$ cat src/rtl/tip_pkg.sv
package tip_pkg;
  localparam int NPORT = 5;
  localparam int NPIN = 32;
  localparam int NCLK = 6;
  localparam int COUNT_W = 16;
  localparam int PW [NPORT] = '{1, 4, 8, 16, 32};
  localparam logic [31:0] PMASK [NPORT] = '{32'h0000_0001, 32'h0000_000f,
    32'h0000_00ff, 32'h0000_ffff, 32'hffff_ffff};
  localparam int LINK_LO = 2;
  localparam int LINK_W = 8;

  // per-port register offsets, port base = index * 0x20
  localparam logic [4:0] OFF_CTRL = 5'h00;
  localparam logic [4:0] OFF_COND = 5'h04;
  localparam logic [4:0] OFF_TIME = 5'h08;
  localparam logic [4:0] OFF_COUNT = 5'h0c;
  localparam logic [4:0] OFF_TSTAMP = 5'h10;
  localparam logic [4:0] OFF_DATA = 5'h14;
  localparam logic [4:0] OFF_STATUS = 5'h18;
  localparam logic [11:0] PORT_STRIDE = 12'h020;
  // global page at 0x100: word 0 link enable, words 1..5 clock blocks
  localparam logic [6:0] GLOB_PAGE = 7'h08;
  localparam logic [2:0] GLOB_LINK = 3'h0;
  localparam logic [2:0] GLOB_LAST = 3'h5;

  localparam logic [1:0] COND_NONE = 2'h0;
  localparam logic [1:0] COND_EQ = 2'h1;
  localparam logic [1:0] COND_NEQ = 2'h2;
  localparam logic [2:0] CLK_REF = 3'h0;

  typedef struct packed {
    logic [2:0] clksel;
    logic [2:0] rsvd;
    logic [1:0] cond;
    logic strobe;
    logic dir_out;
    logic en;
  } tip_ctrl_s;
  localparam tip_ctrl_s CTRL_RESET = '{clksel: CLK_REF, cond: COND_NONE,
    default: 1'b0};

  typedef struct packed {
    logic ext;
    logic [7:0] div;
  } tip_clkdiv_s;
  localparam tip_clkdiv_s CLKDIV_RESET = '0;

  typedef struct packed {
    logic wr;
    logic [11:0] addr;
    logic [31:0] wdata;
  } tip_apb_req_s;
endpackage : tip_pkg

$ cat src/rtl/tip_top.sv
`timescale 1ns/1ns
`default_nettype none
module tip_top
  import tip_pkg::*;
(
  input wire logic i_core_clk,
  input wire logic i_rst_n,
  input wire logic i_psel,
  input wire logic i_penable,
  input wire logic i_pwrite,
  input wire logic [11:0] i_paddr,
  input wire logic [31:0] i_pwdata,
  output logic [31:0] o_prdata,
  output logic o_pready,
  output logic o_pslverr,
  input wire logic [NPIN-1:0] i_pin_in,
  output logic [NPIN-1:0] o_pin_out,
  output logic [NPIN-1:0] o_pin_oe_n,
  input wire logic [NPORT-1:0] i_strobe_in,
  output logic [NPORT-1:0] o_strobe_out,
  input wire logic [LINK_W-1:0] i_link_dout,
  input wire logic [LINK_W-1:0] i_link_drive,
  output logic [LINK_W-1:0] o_link_din,
  output logic [NPORT-1:0] o_event
);

  function automatic logic hit(input logic [11:0] a, input int p,
                               input logic [4:0] off);
    hit = (a == (12'(p) * PORT_STRIDE + {7'h00, off}));
  endfunction : hit

  // pin and strobe synchronisers
  logic [NPIN-1:0] pin_s1;
  logic [NPIN-1:0] pin_s2;
  logic [NPORT-1:0] stb_s1;
  logic [NPORT-1:0] stb_s2;
  logic ext_prev;

  always_ff @(posedge i_core_clk) begin
    if (!i_rst_n) begin
      pin_s1 <= '0;
      pin_s2 <= '0;
      stb_s1 <= '0;
      stb_s2 <= '0;
      ext_prev <= 1'b0;
    end else begin
      pin_s1 <= i_pin_in;
      pin_s2 <= pin_s1;
      stb_s1 <= i_strobe_in;
      stb_s2 <= stb_s1;
      ext_prev <= pin_s2[0];
    end
  end

  // bus decode
  tip_apb_req_s req;
  wire setup = i_psel & ~i_penable;
  wire acc = i_psel & i_penable & o_pready & ~o_pslverr;
  assign req = '{wr: i_pwrite, addr: i_paddr, wdata: i_pwdata};
  wire [2:0] port_idx = req.addr[7:5];
  wire [4:0] reg_off = req.addr[4:0];
  wire [2:0] glob_idx = req.addr[4:2];
  wire off_ok = (reg_off[1:0] == 2'b00) && (reg_off <= OFF_STATUS);
  wire in_port = (req.addr[11:8] == 4'h0) && (port_idx < 3'(NPORT)) &&
                 off_ok;
  wire in_glob = (req.addr[11:5] == GLOB_PAGE) &&
                 (req.addr[1:0] == 2'b00) && (glob_idx <= GLOB_LAST);
  wire wr = acc & req.wr;
  wire rd = acc & ~req.wr;

  // global state
  logic link_en;
  tip_clkdiv_s clkdiv [NCLK];
  logic [7:0] div_cnt [NCLK];
  logic [NCLK-1:0] tick;

  always_ff @(posedge i_core_clk) begin
    if (!i_rst_n) begin
      link_en <= 1'b0;
    end else if (wr && in_glob && glob_idx == GLOB_LINK) begin
      link_en <= req.wdata[0];
    end
  end

  // block zero ticks every core cycle: the reference
  always_ff @(posedge i_core_clk) begin
    if (!i_rst_n) begin
      tick[0] <= 1'b0;
    end else begin
      tick[0] <= 1'b1;
    end
  end
  assign clkdiv[0] = CLKDIV_RESET;
  assign div_cnt[0] = '0;

  for (genvar b = 1; b < NCLK; b++) begin : g_clk
    always_ff @(posedge i_core_clk) begin
      if (!i_rst_n) begin
        clkdiv[b] <= CLKDIV_RESET;
        div_cnt[b] <= '0;
        tick[b] <= 1'b0;
      end else begin
        if (wr && in_glob && glob_idx == 3'(b)) begin
          clkdiv[b] <= req.wdata[8:0];
        end
        if (clkdiv[b].ext) begin
          tick[b] <= pin_s2[0] & ~ext_prev;
          div_cnt[b] <= '0;
        end else if (div_cnt[b] >= clkdiv[b].div) begin
          tick[b] <= 1'b1;
          div_cnt[b] <= '0;
        end else begin
          tick[b] <= 1'b0;
          div_cnt[b] <= div_cnt[b] + 8'h01;
        end
      end
    end
  end

  // per-port state
  tip_ctrl_s ctrl [NPORT];
  logic [31:0] cond_val [NPORT];
  logic [COUNT_W-1:0] time_val [NPORT];
  logic [NPORT-1:0] time_arm;
  logic [COUNT_W-1:0] count [NPORT];
  logic [COUNT_W-1:0] tstamp [NPORT];
  logic [31:0] shreg [NPORT];
  logic [5:0] sh_cnt [NPORT];
  logic [31:0] xfer [NPORT];
  logic [NPORT-1:0] xfer_v;
  logic [31:0] out_val [NPORT];
  logic [31:0] port_rd [NPORT];
  logic [NPORT-1:0] refuse;

  for (genvar g = 0; g < NPORT; g++) begin : g_port
    localparam int W = PW[g];
    localparam logic [5:0] SLOTS = 6'(32 / W);
    wire sel = (port_idx == 3'(g)) && in_port;
    wire tick_p = (ctrl[g].clksel < 3'(NCLK)) ? tick[ctrl[g].clksel] :
                  1'b0;
    wire [31:0] pval = pin_s2 & PMASK[g];
    wire cond_ok = (ctrl[g].cond == COND_NONE) ||
                   (ctrl[g].cond == COND_EQ && pval == cond_val[g]) ||
                   (ctrl[g].cond == COND_NEQ && pval != cond_val[g]);
    wire time_ok = ~time_arm[g] | (count[g] == time_val[g]);
    wire stb_ok = ~ctrl[g].strobe | stb_s2[g];
    wire sh_full = (sh_cnt[g] == SLOTS);
    wire go_in = ctrl[g].en & ~ctrl[g].dir_out & tick_p & cond_ok &
                 time_ok & stb_ok & ~sh_full;
    wire go_out = ctrl[g].en & ctrl[g].dir_out & tick_p & time_ok &
                  (sh_cnt[g] != 6'h00);
    wire move_in = ~ctrl[g].dir_out & sh_full & ~xfer_v[g];
    wire load_out = ctrl[g].dir_out & (sh_cnt[g] == 6'h00) & xfer_v[g];
    wire pop = rd & sel & (reg_off == OFF_DATA) & ~ctrl[g].dir_out;
    wire push = wr & sel & (reg_off == OFF_DATA);
    wire [31:0] status = {28'h000_0000, ctrl[g].cond != COND_NONE,
                          time_arm[g], sh_full, xfer_v[g]};

    assign refuse[g] = sel && (reg_off == OFF_DATA) && req.wr &&
                       (xfer_v[g] || !ctrl[g].dir_out);

    assign port_rd[g] =
      (reg_off == OFF_CTRL) ? 32'(ctrl[g]) :
      (reg_off == OFF_COND) ? cond_val[g] :
      (reg_off == OFF_TIME) ? {16'h0000, time_val[g]} :
      (reg_off == OFF_COUNT) ? {16'h0000, count[g]} :
      (reg_off == OFF_TSTAMP) ? {16'h0000, tstamp[g]} :
      (reg_off == OFF_DATA) ? xfer[g] : status;

    always_ff @(posedge i_core_clk) begin
      if (!i_rst_n) begin
        ctrl[g] <= CTRL_RESET;
        cond_val[g] <= '0;
        time_val[g] <= '0;
        time_arm[g] <= 1'b0;
        count[g] <= '0;
        tstamp[g] <= '0;
        shreg[g] <= '0;
        sh_cnt[g] <= '0;
        xfer[g] <= '0;
        xfer_v[g] <= 1'b0;
        out_val[g] <= '0;
        o_strobe_out[g] <= 1'b0;
        o_event[g] <= 1'b0;
      end else begin
        o_strobe_out[g] <= 1'b0;
        o_event[g] <= 1'b0;
        if (tick_p) begin
          count[g] <= count[g] + 16'h0001;
        end
        if (go_in) begin
          // lsb-first serialisation, W bits per tick
          shreg[g] <= (shreg[g] >> W) | (pval << (32 - W));
          sh_cnt[g] <= sh_cnt[g] + 6'h01;
          time_arm[g] <= 1'b0;
          ctrl[g].cond <= COND_NONE;
        end
        if (move_in) begin
          xfer[g] <= shreg[g];
          sh_cnt[g] <= '0;
          tstamp[g] <= count[g];
          o_event[g] <= 1'b1;
        end
        if (load_out) begin
          shreg[g] <= xfer[g];
          sh_cnt[g] <= SLOTS;
          o_event[g] <= 1'b1;
        end
        if (go_out) begin
          out_val[g] <= shreg[g] & PMASK[g];
          shreg[g] <= shreg[g] >> W;
          sh_cnt[g] <= sh_cnt[g] - 6'h01;
          tstamp[g] <= count[g];
          time_arm[g] <= 1'b0;
          o_strobe_out[g] <= ctrl[g].strobe;
        end
        // set wins over clear
        if (move_in || push) begin
          xfer_v[g] <= 1'b1;
        end else if (pop || load_out) begin
          xfer_v[g] <= 1'b0;
        end
        if (push) begin
          xfer[g] <= req.wdata;
        end
        if (wr && sel) begin
          unique case (reg_off)
            OFF_CTRL: begin
              ctrl[g] <= req.wdata[10:0];
              ctrl[g].rsvd <= '0;
            end
            OFF_COND: begin
              cond_val[g] <= req.wdata & PMASK[g];
            end
            OFF_TIME: begin
              time_val[g] <= req.wdata[15:0];
              time_arm[g] <= 1'b1;
            end
            default: begin
            end
          endcase
        end
      end
    end
  end

  // pin ownership: wider first, narrower overwrites, link last
  logic [NPIN-1:0] next_pin_out;
  logic [NPIN-1:0] next_pin_oe_n;

  always_comb begin
    next_pin_out = '0;
    next_pin_oe_n = '1;
    for (int p = 0; p < NPIN; p++) begin
      for (int k = NPORT - 1; k >= 0; k--) begin
        if (ctrl[k].en && p < PW[k]) begin
          next_pin_oe_n[p] = ~ctrl[k].dir_out;
          next_pin_out[p] = out_val[k][p];
        end
      end
      if (link_en && p >= LINK_LO && p < LINK_LO + LINK_W) begin
        next_pin_oe_n[p] = ~i_link_drive[p - LINK_LO];
        next_pin_out[p] = i_link_dout[p - LINK_LO];
      end
    end
  end

  always_ff @(posedge i_core_clk) begin
    if (!i_rst_n) begin
      o_pin_out <= '0;
      o_pin_oe_n <= '1;
      o_link_din <= '0;
    end else begin
      o_pin_out <= next_pin_out;
      o_pin_oe_n <= next_pin_oe_n;
      o_link_din <= pin_s2[LINK_LO +: LINK_W];
    end
  end

  // read data and answer prepared in the setup cycle
  logic [31:0] glob_rd;
  logic [31:0] next_rdata;
  logic next_err;

  assign glob_rd = (glob_idx == GLOB_LINK) ? {31'h0000_0000, link_en} :
                   {23'h00_0000, clkdiv[glob_idx]};
  assign next_rdata = in_port ? port_rd[port_idx] :
                      in_glob ? glob_rd : 32'h0000_0000;
  assign next_err = ~(in_port | in_glob) |
                    (in_port & refuse[port_idx]);

  always_ff @(posedge i_core_clk) begin
    if (!i_rst_n) begin
      o_pready <= 1'b0;
      o_pslverr <= 1'b0;
      o_prdata <= '0;
    end else begin
      o_pready <= setup;
      o_pslverr <= setup & next_err;
      if (setup) begin
        o_prdata <= req.wr ? 32'h0000_0000 : next_rdata;
      end
    end
  end

  logic unused;
  assign unused = ^{hit(12'h000, 0, OFF_CTRL)};

endmodule : tip_top
`default_nettype wire

$ cat config.mk
export PLATFORM = sky130hd
export DESIGN_NAME = tip_top
export DESIGN_NICKNAME = d
export VERILOG_FILES = /design/src/rtl/tip_pkg.sv /design/src/rtl/tip_top.sv
export SDC_FILE = /design/constraint.sdc
export NUM_CORES = 2
export LEC_CHECK = 0
export ABC_AREA = 1
export BUFFER_PORTS_ARGS = -buffer_cell sky130_fd_sc_hd__buf_2
export CAP_MARGIN = 30
export CELL_PAD_IN_SITES_DETAIL_PLACEMENT = 0
export CELL_PAD_IN_SITES_GLOBAL_PLACEMENT = 2
export CORE_MARGIN = 10
export CORE_UTILIZATION = 30
export CTS_BUF_LIST = sky130_fd_sc_hd__clkbuf_4 sky130_fd_sc_hd__clkbuf_8
export DETAILED_ROUTE_END_ITERATION = 10
export PLACE_DENSITY = 0.75
export SLEW_MARGIN = 20
export SYNTH_ARGS = -nofsm -noshare
export SYNTH_HDL_FRONTEND = slang
export SYNTH_SLANG_ARGS = --single-unit
export TNS_END_PERCENT = 100
$ cat constraint.sdc
create_clock -name i_core_clk -period 5.4 [get_ports i_core_clk]
set_clock_uncertainty 0.1 [all_clocks]
set_input_delay 1.08 -clock i_core_clk [delete_from_list [all_inputs] [get_ports i_core_clk]]
set_output_delay 1.08 -clock i_core_clk [all_outputs]
set_load 0.02 [all_outputs]
==> results.py <==
metrics = {
    "detailed_routing": {
        "wl_per_cell_um": 25.94,
        "ant_nets": 0,
        "drtPass1Iterations": 6,
        "via_per_inst": 5.180,
        "drc": 0,
        "drt_iter0_drc": 5329,
        "vias": 42236,
        "wirelength_um": 211500,
    },
    "grt": {
        "grt_max_degree": 66,
        "grt_first_pass_wirelength_um": 295900,
        "gr-total-overflow": 0,
        "grt_pass1_vias": 40494,
        "track_usage_pct": 22.40,
        "antenna_found_initial": 14,
    },
    "timing": {
        "timing.setup.tns_ns": 0,
        "hold_viol_final": 0,
        "rsz0062_at_grt": "no",
        "slew_violations": 0,
        "worstMarginPinSlew_ns": 1.101,
        "max-slew-margin-rel_pct": 26.08,
        "finalSetupViolCount": 0,
        "max_freq_mhz": 242.4,
        "period_share_pct": 76.40,
        "layout_min_cycle_time_ns": 4.125,
        "whs_ns": 0.2367,
    },
    "job": {
        "maxCapViolCount": 0,
    },
    "critical_path": {
        "reg2reg_slack_ns": 1.27,
        "timing.rr.end": "o_pin_oe_n[0]",
        "reg2regPathDepth": 6,
        "critPathArrivalTime_ns": 4.76,
        "required_ns": 6.04,
        "crit_type": "flip-flop to flip-flop",
        "rr_startpoint": "ctrl[3][0]",
        "cp_max_fo": 21,
        "startpoint_type": "flip-flop",
        "end_kind": "flip-flop",
    },
    "cts": {
        "cts_buffers": 183,
        "clkTransAtPathRegs_ns": 0.07,
        "post_cts_buffers": 0,
        "hold_buffers": 0,
        "tritoncts": "built",
        "htree_num_levels": 4,
        "clock_latency_ns": 0.95,
        "clock_sinks": 1025,
        "cts_resized": 0,
        "clock-root-buffer": "clkbuf_8",
        "clock_path_buffers": 3,
    },
    "floorplan": {
        "start_util_pct": 30.18,
        "die_w_um": 427.4,
        "io_pins": 218,
        "core_area_um2": 165000,
        "fp-row-count": 149,
        "die_h_um": 427.4,
        "die-area_um2": 182700,
    },
    "logic_synthesis": {
        "synthesis.nets": 5753,
        "netlist.area_leader.share_pct": 45.35,
        "ys.flop_type": "edfxtp_1",
        "synth_top_cells_by_area": "edfxtp_1 45%, dfxtp_1 11%, nand2_1 7.7%",
        "synth-seq-cells": 1025,
        "syn_area_per_cell_um2": 8.917,
        "yosysWarnings": 0,
        "synth_area_leader_cell": "edfxtp_1",
        "ys_seq_area_share_pct": 56.32,
        "synth_edf_count": 752,
        "synthArstFlopShare_pct": 0,
        "syn_inst": 5584,
        "synth_area_um2": 49800,
        "synth_cell_types": 54,
    },
    "hold_path": {
        "hp-start": "i_pin_in[27]",
        "holdPathEnd": "pin_s1[27]",
        "hp-class": "input pin to flip-flop",
        "min_path_cells": 3,
    },
    "outcome": {
        "status": "finished, final reports clean",
    },
    "finish": {
        "drive_gt1_share_pct": 12.67,
        "stdcell_area_um2": 57180,
        "multiInputGateArea_um2": 17210,
        "regArea_um2": 28050,
        "n_fill_cell": 17239,
        "nets": 5974,
        "syn2layout_area_growth_pct": 14.83,
    },
    "placement": {
        "hpwl_um": 153400,
        "portBuffers": 217,
        "gp_congestion": 0.9285,
        "placed_area_um2": 53210,
    },
    "power": {
        "vdd_ir_drop_max_v": 0.0002529,
        "total_power_w": 0.01820,
        "power_density_nw_per_um2": 318.3,
        "p_leak_nw": 23.36,
    },
}
[power breakdown]
part	internal (W)	switching, W
Combinational	0.000329	0.00105
Clock	0.00426	0.00357
Sequential	0.00875	0.000246
[area by class of cell]
type                       count  share of cell area (%)
sequential                  1025                   49.05
multi-input combinational   3423                   30.10
clock buffer                 290                   6.171
inverter                     842                   5.530
tap                         2189                   4.790
timing repair buffer         330                   3.698
clock inverter                47                  0.6280
antenna                        8                 0.03501
[metrics by stage]
step	instances	util [%]	setup WS, ns
3_3_place_gp	7799	32.18	0.7567
6_report	8154	34.66	1.275
2_1_floorplan	5584	-	0.3977
3_5_place_dp	7806	32.25	1.156
4_1_cts	8143	34.61	1.509
5_1_grt	8149	34.65	1.467
[cells in the final DEF (no fill, tap or decap), types with 14 or more instances in the layout]
| cell type | instances |
|---|---|
| or2_2 | 40 |
| nor3_1 | 91 |
| clkinv_2 | 14 |
| dfxtp_1 | 273 |
| buf_2 | 216 |
| nand3_1 | 221 |
| clkbuf_4 | 74 |
| o22ai_1 | 264 |
| nor2_1 | 626 |
| clkbuf_8 | 217 |
| xor2_1 | 64 |
| o21ai_1 | 19 |
| inv_1 | 808 |
| nand4_1 | 71 |
| a21oi_1 | 267 |
| o211ai_1 | 34 |
| nor3b_1 | 26 |
| o21ai_0 | 391 |
| edfxtp_1 | 752 |
| nor4_1 | 21 |
| buf_4 | 99 |
| xnor2_1 | 77 |
| inv_2 | 27 |
| ha_1 | 67 |
| nand2_1 | 1015 |
| clkinv_1 | 25 |
[worst max-delay path by stage]
stage,from,end,slack [ns],depth (start not counted)
final,ctrl[3][0],o_pin_oe_n[0],1.27,6
after CTS,ctrl[3][0],o_pin_oe_n[0],1.51,6
after detailed placement,i_paddr[7],o_prdata[16],1.16,10
after global placement,i_paddr[7],xfer[4][26],0.76,16
after floorplan,i_paddr[5],xfer[3][0],0.40,10
after global routing,ctrl[3][0],o_pin_oe_n[0],1.47,7
[cells in the mapped netlist (3+ instances only)]
cell and instances:
nand2_1 1017, inv_1 817, edfxtp_1 752, nor2_1 630
o21ai_0 394, dfxtp_1 273, a21oi_1 267, o22ai_1 264
nand3_1 223, clkbuf_1 141, nor3_1 91, buf_2 84
xnor2_1 77, nand4_1 71, ha_1 67, xor2_1 64
or2_2 40, buf_4 34, o211ai_1 34, nor3b_1 26
buf_1 21, nor4_1 21, inv_2 18, o21ai_1 17
o221ai_1 13, o2111ai_1 12, o31ai_1 11, buf_6 10
nor2_2 9, a31oi_1 7, clkinv_1 7, nor2_4 7
o21bai_1 7, a21boi_0 6, a221o_1 6, a221oi_1 6
o21a_1 6, nand2_2 5, clkbuf_2 4, nand3b_1 4
a211oi_1 3, nor3_2 3
[sequential cells by signal (all words and copies together), names as in the netlist, 12 cells and up]
register / count
clkdiv: 45
time_val: 80
out_val: 61
ctrl: 40
div_cnt: 40
o_pin_out: 32
tstamp: 80
o_pin_oe_n: 12
pin_s1: 32
count: 80
o_prdata: 32
g_port.pval: 32
cond_val: 61
shreg: 160
xfer: 160
sh_cnt: 30
[worst max-delay path, cell delays in order, from the launching register on]
cell,delay [ns]
edfxtp_1,0.76
o21ai_1,1.01
inv_1,0.34
a21oi_1,0.61
o21ai_0,0.48
inv_1,0.37
o21ai_0,0.23
[layer usage]
| layer | GRT usage [%] | wire [µm] | vias up |
|---|---|---|---|
| met1 | 29.83 | 87400 | 20573 |
| li1 | - | - | 19145 |
| met5 | 0 | 31 | - |
| met4 | 9.564 | 9267 | 4 |
| met2 | 34.80 | 94180 | 2149 |
| met3 | 5.110 | 20610 | 365 |
[kinds of logic after synthesis]
family                     Yosys count  share of synthesized area (%)
adders and majority gates           67                          1.683
and+or+nand+nor                   2154                          18.27
buffers and inverters             1136                          9.191
muxes                                1                        0.02010
xor gates and xnor gates           141                          2.480
DFF                               1025                          56.32
AOI/OAI and AO/OA                 1060                          12.03
No activity file was read; power rests on OpenSTA's default activity.
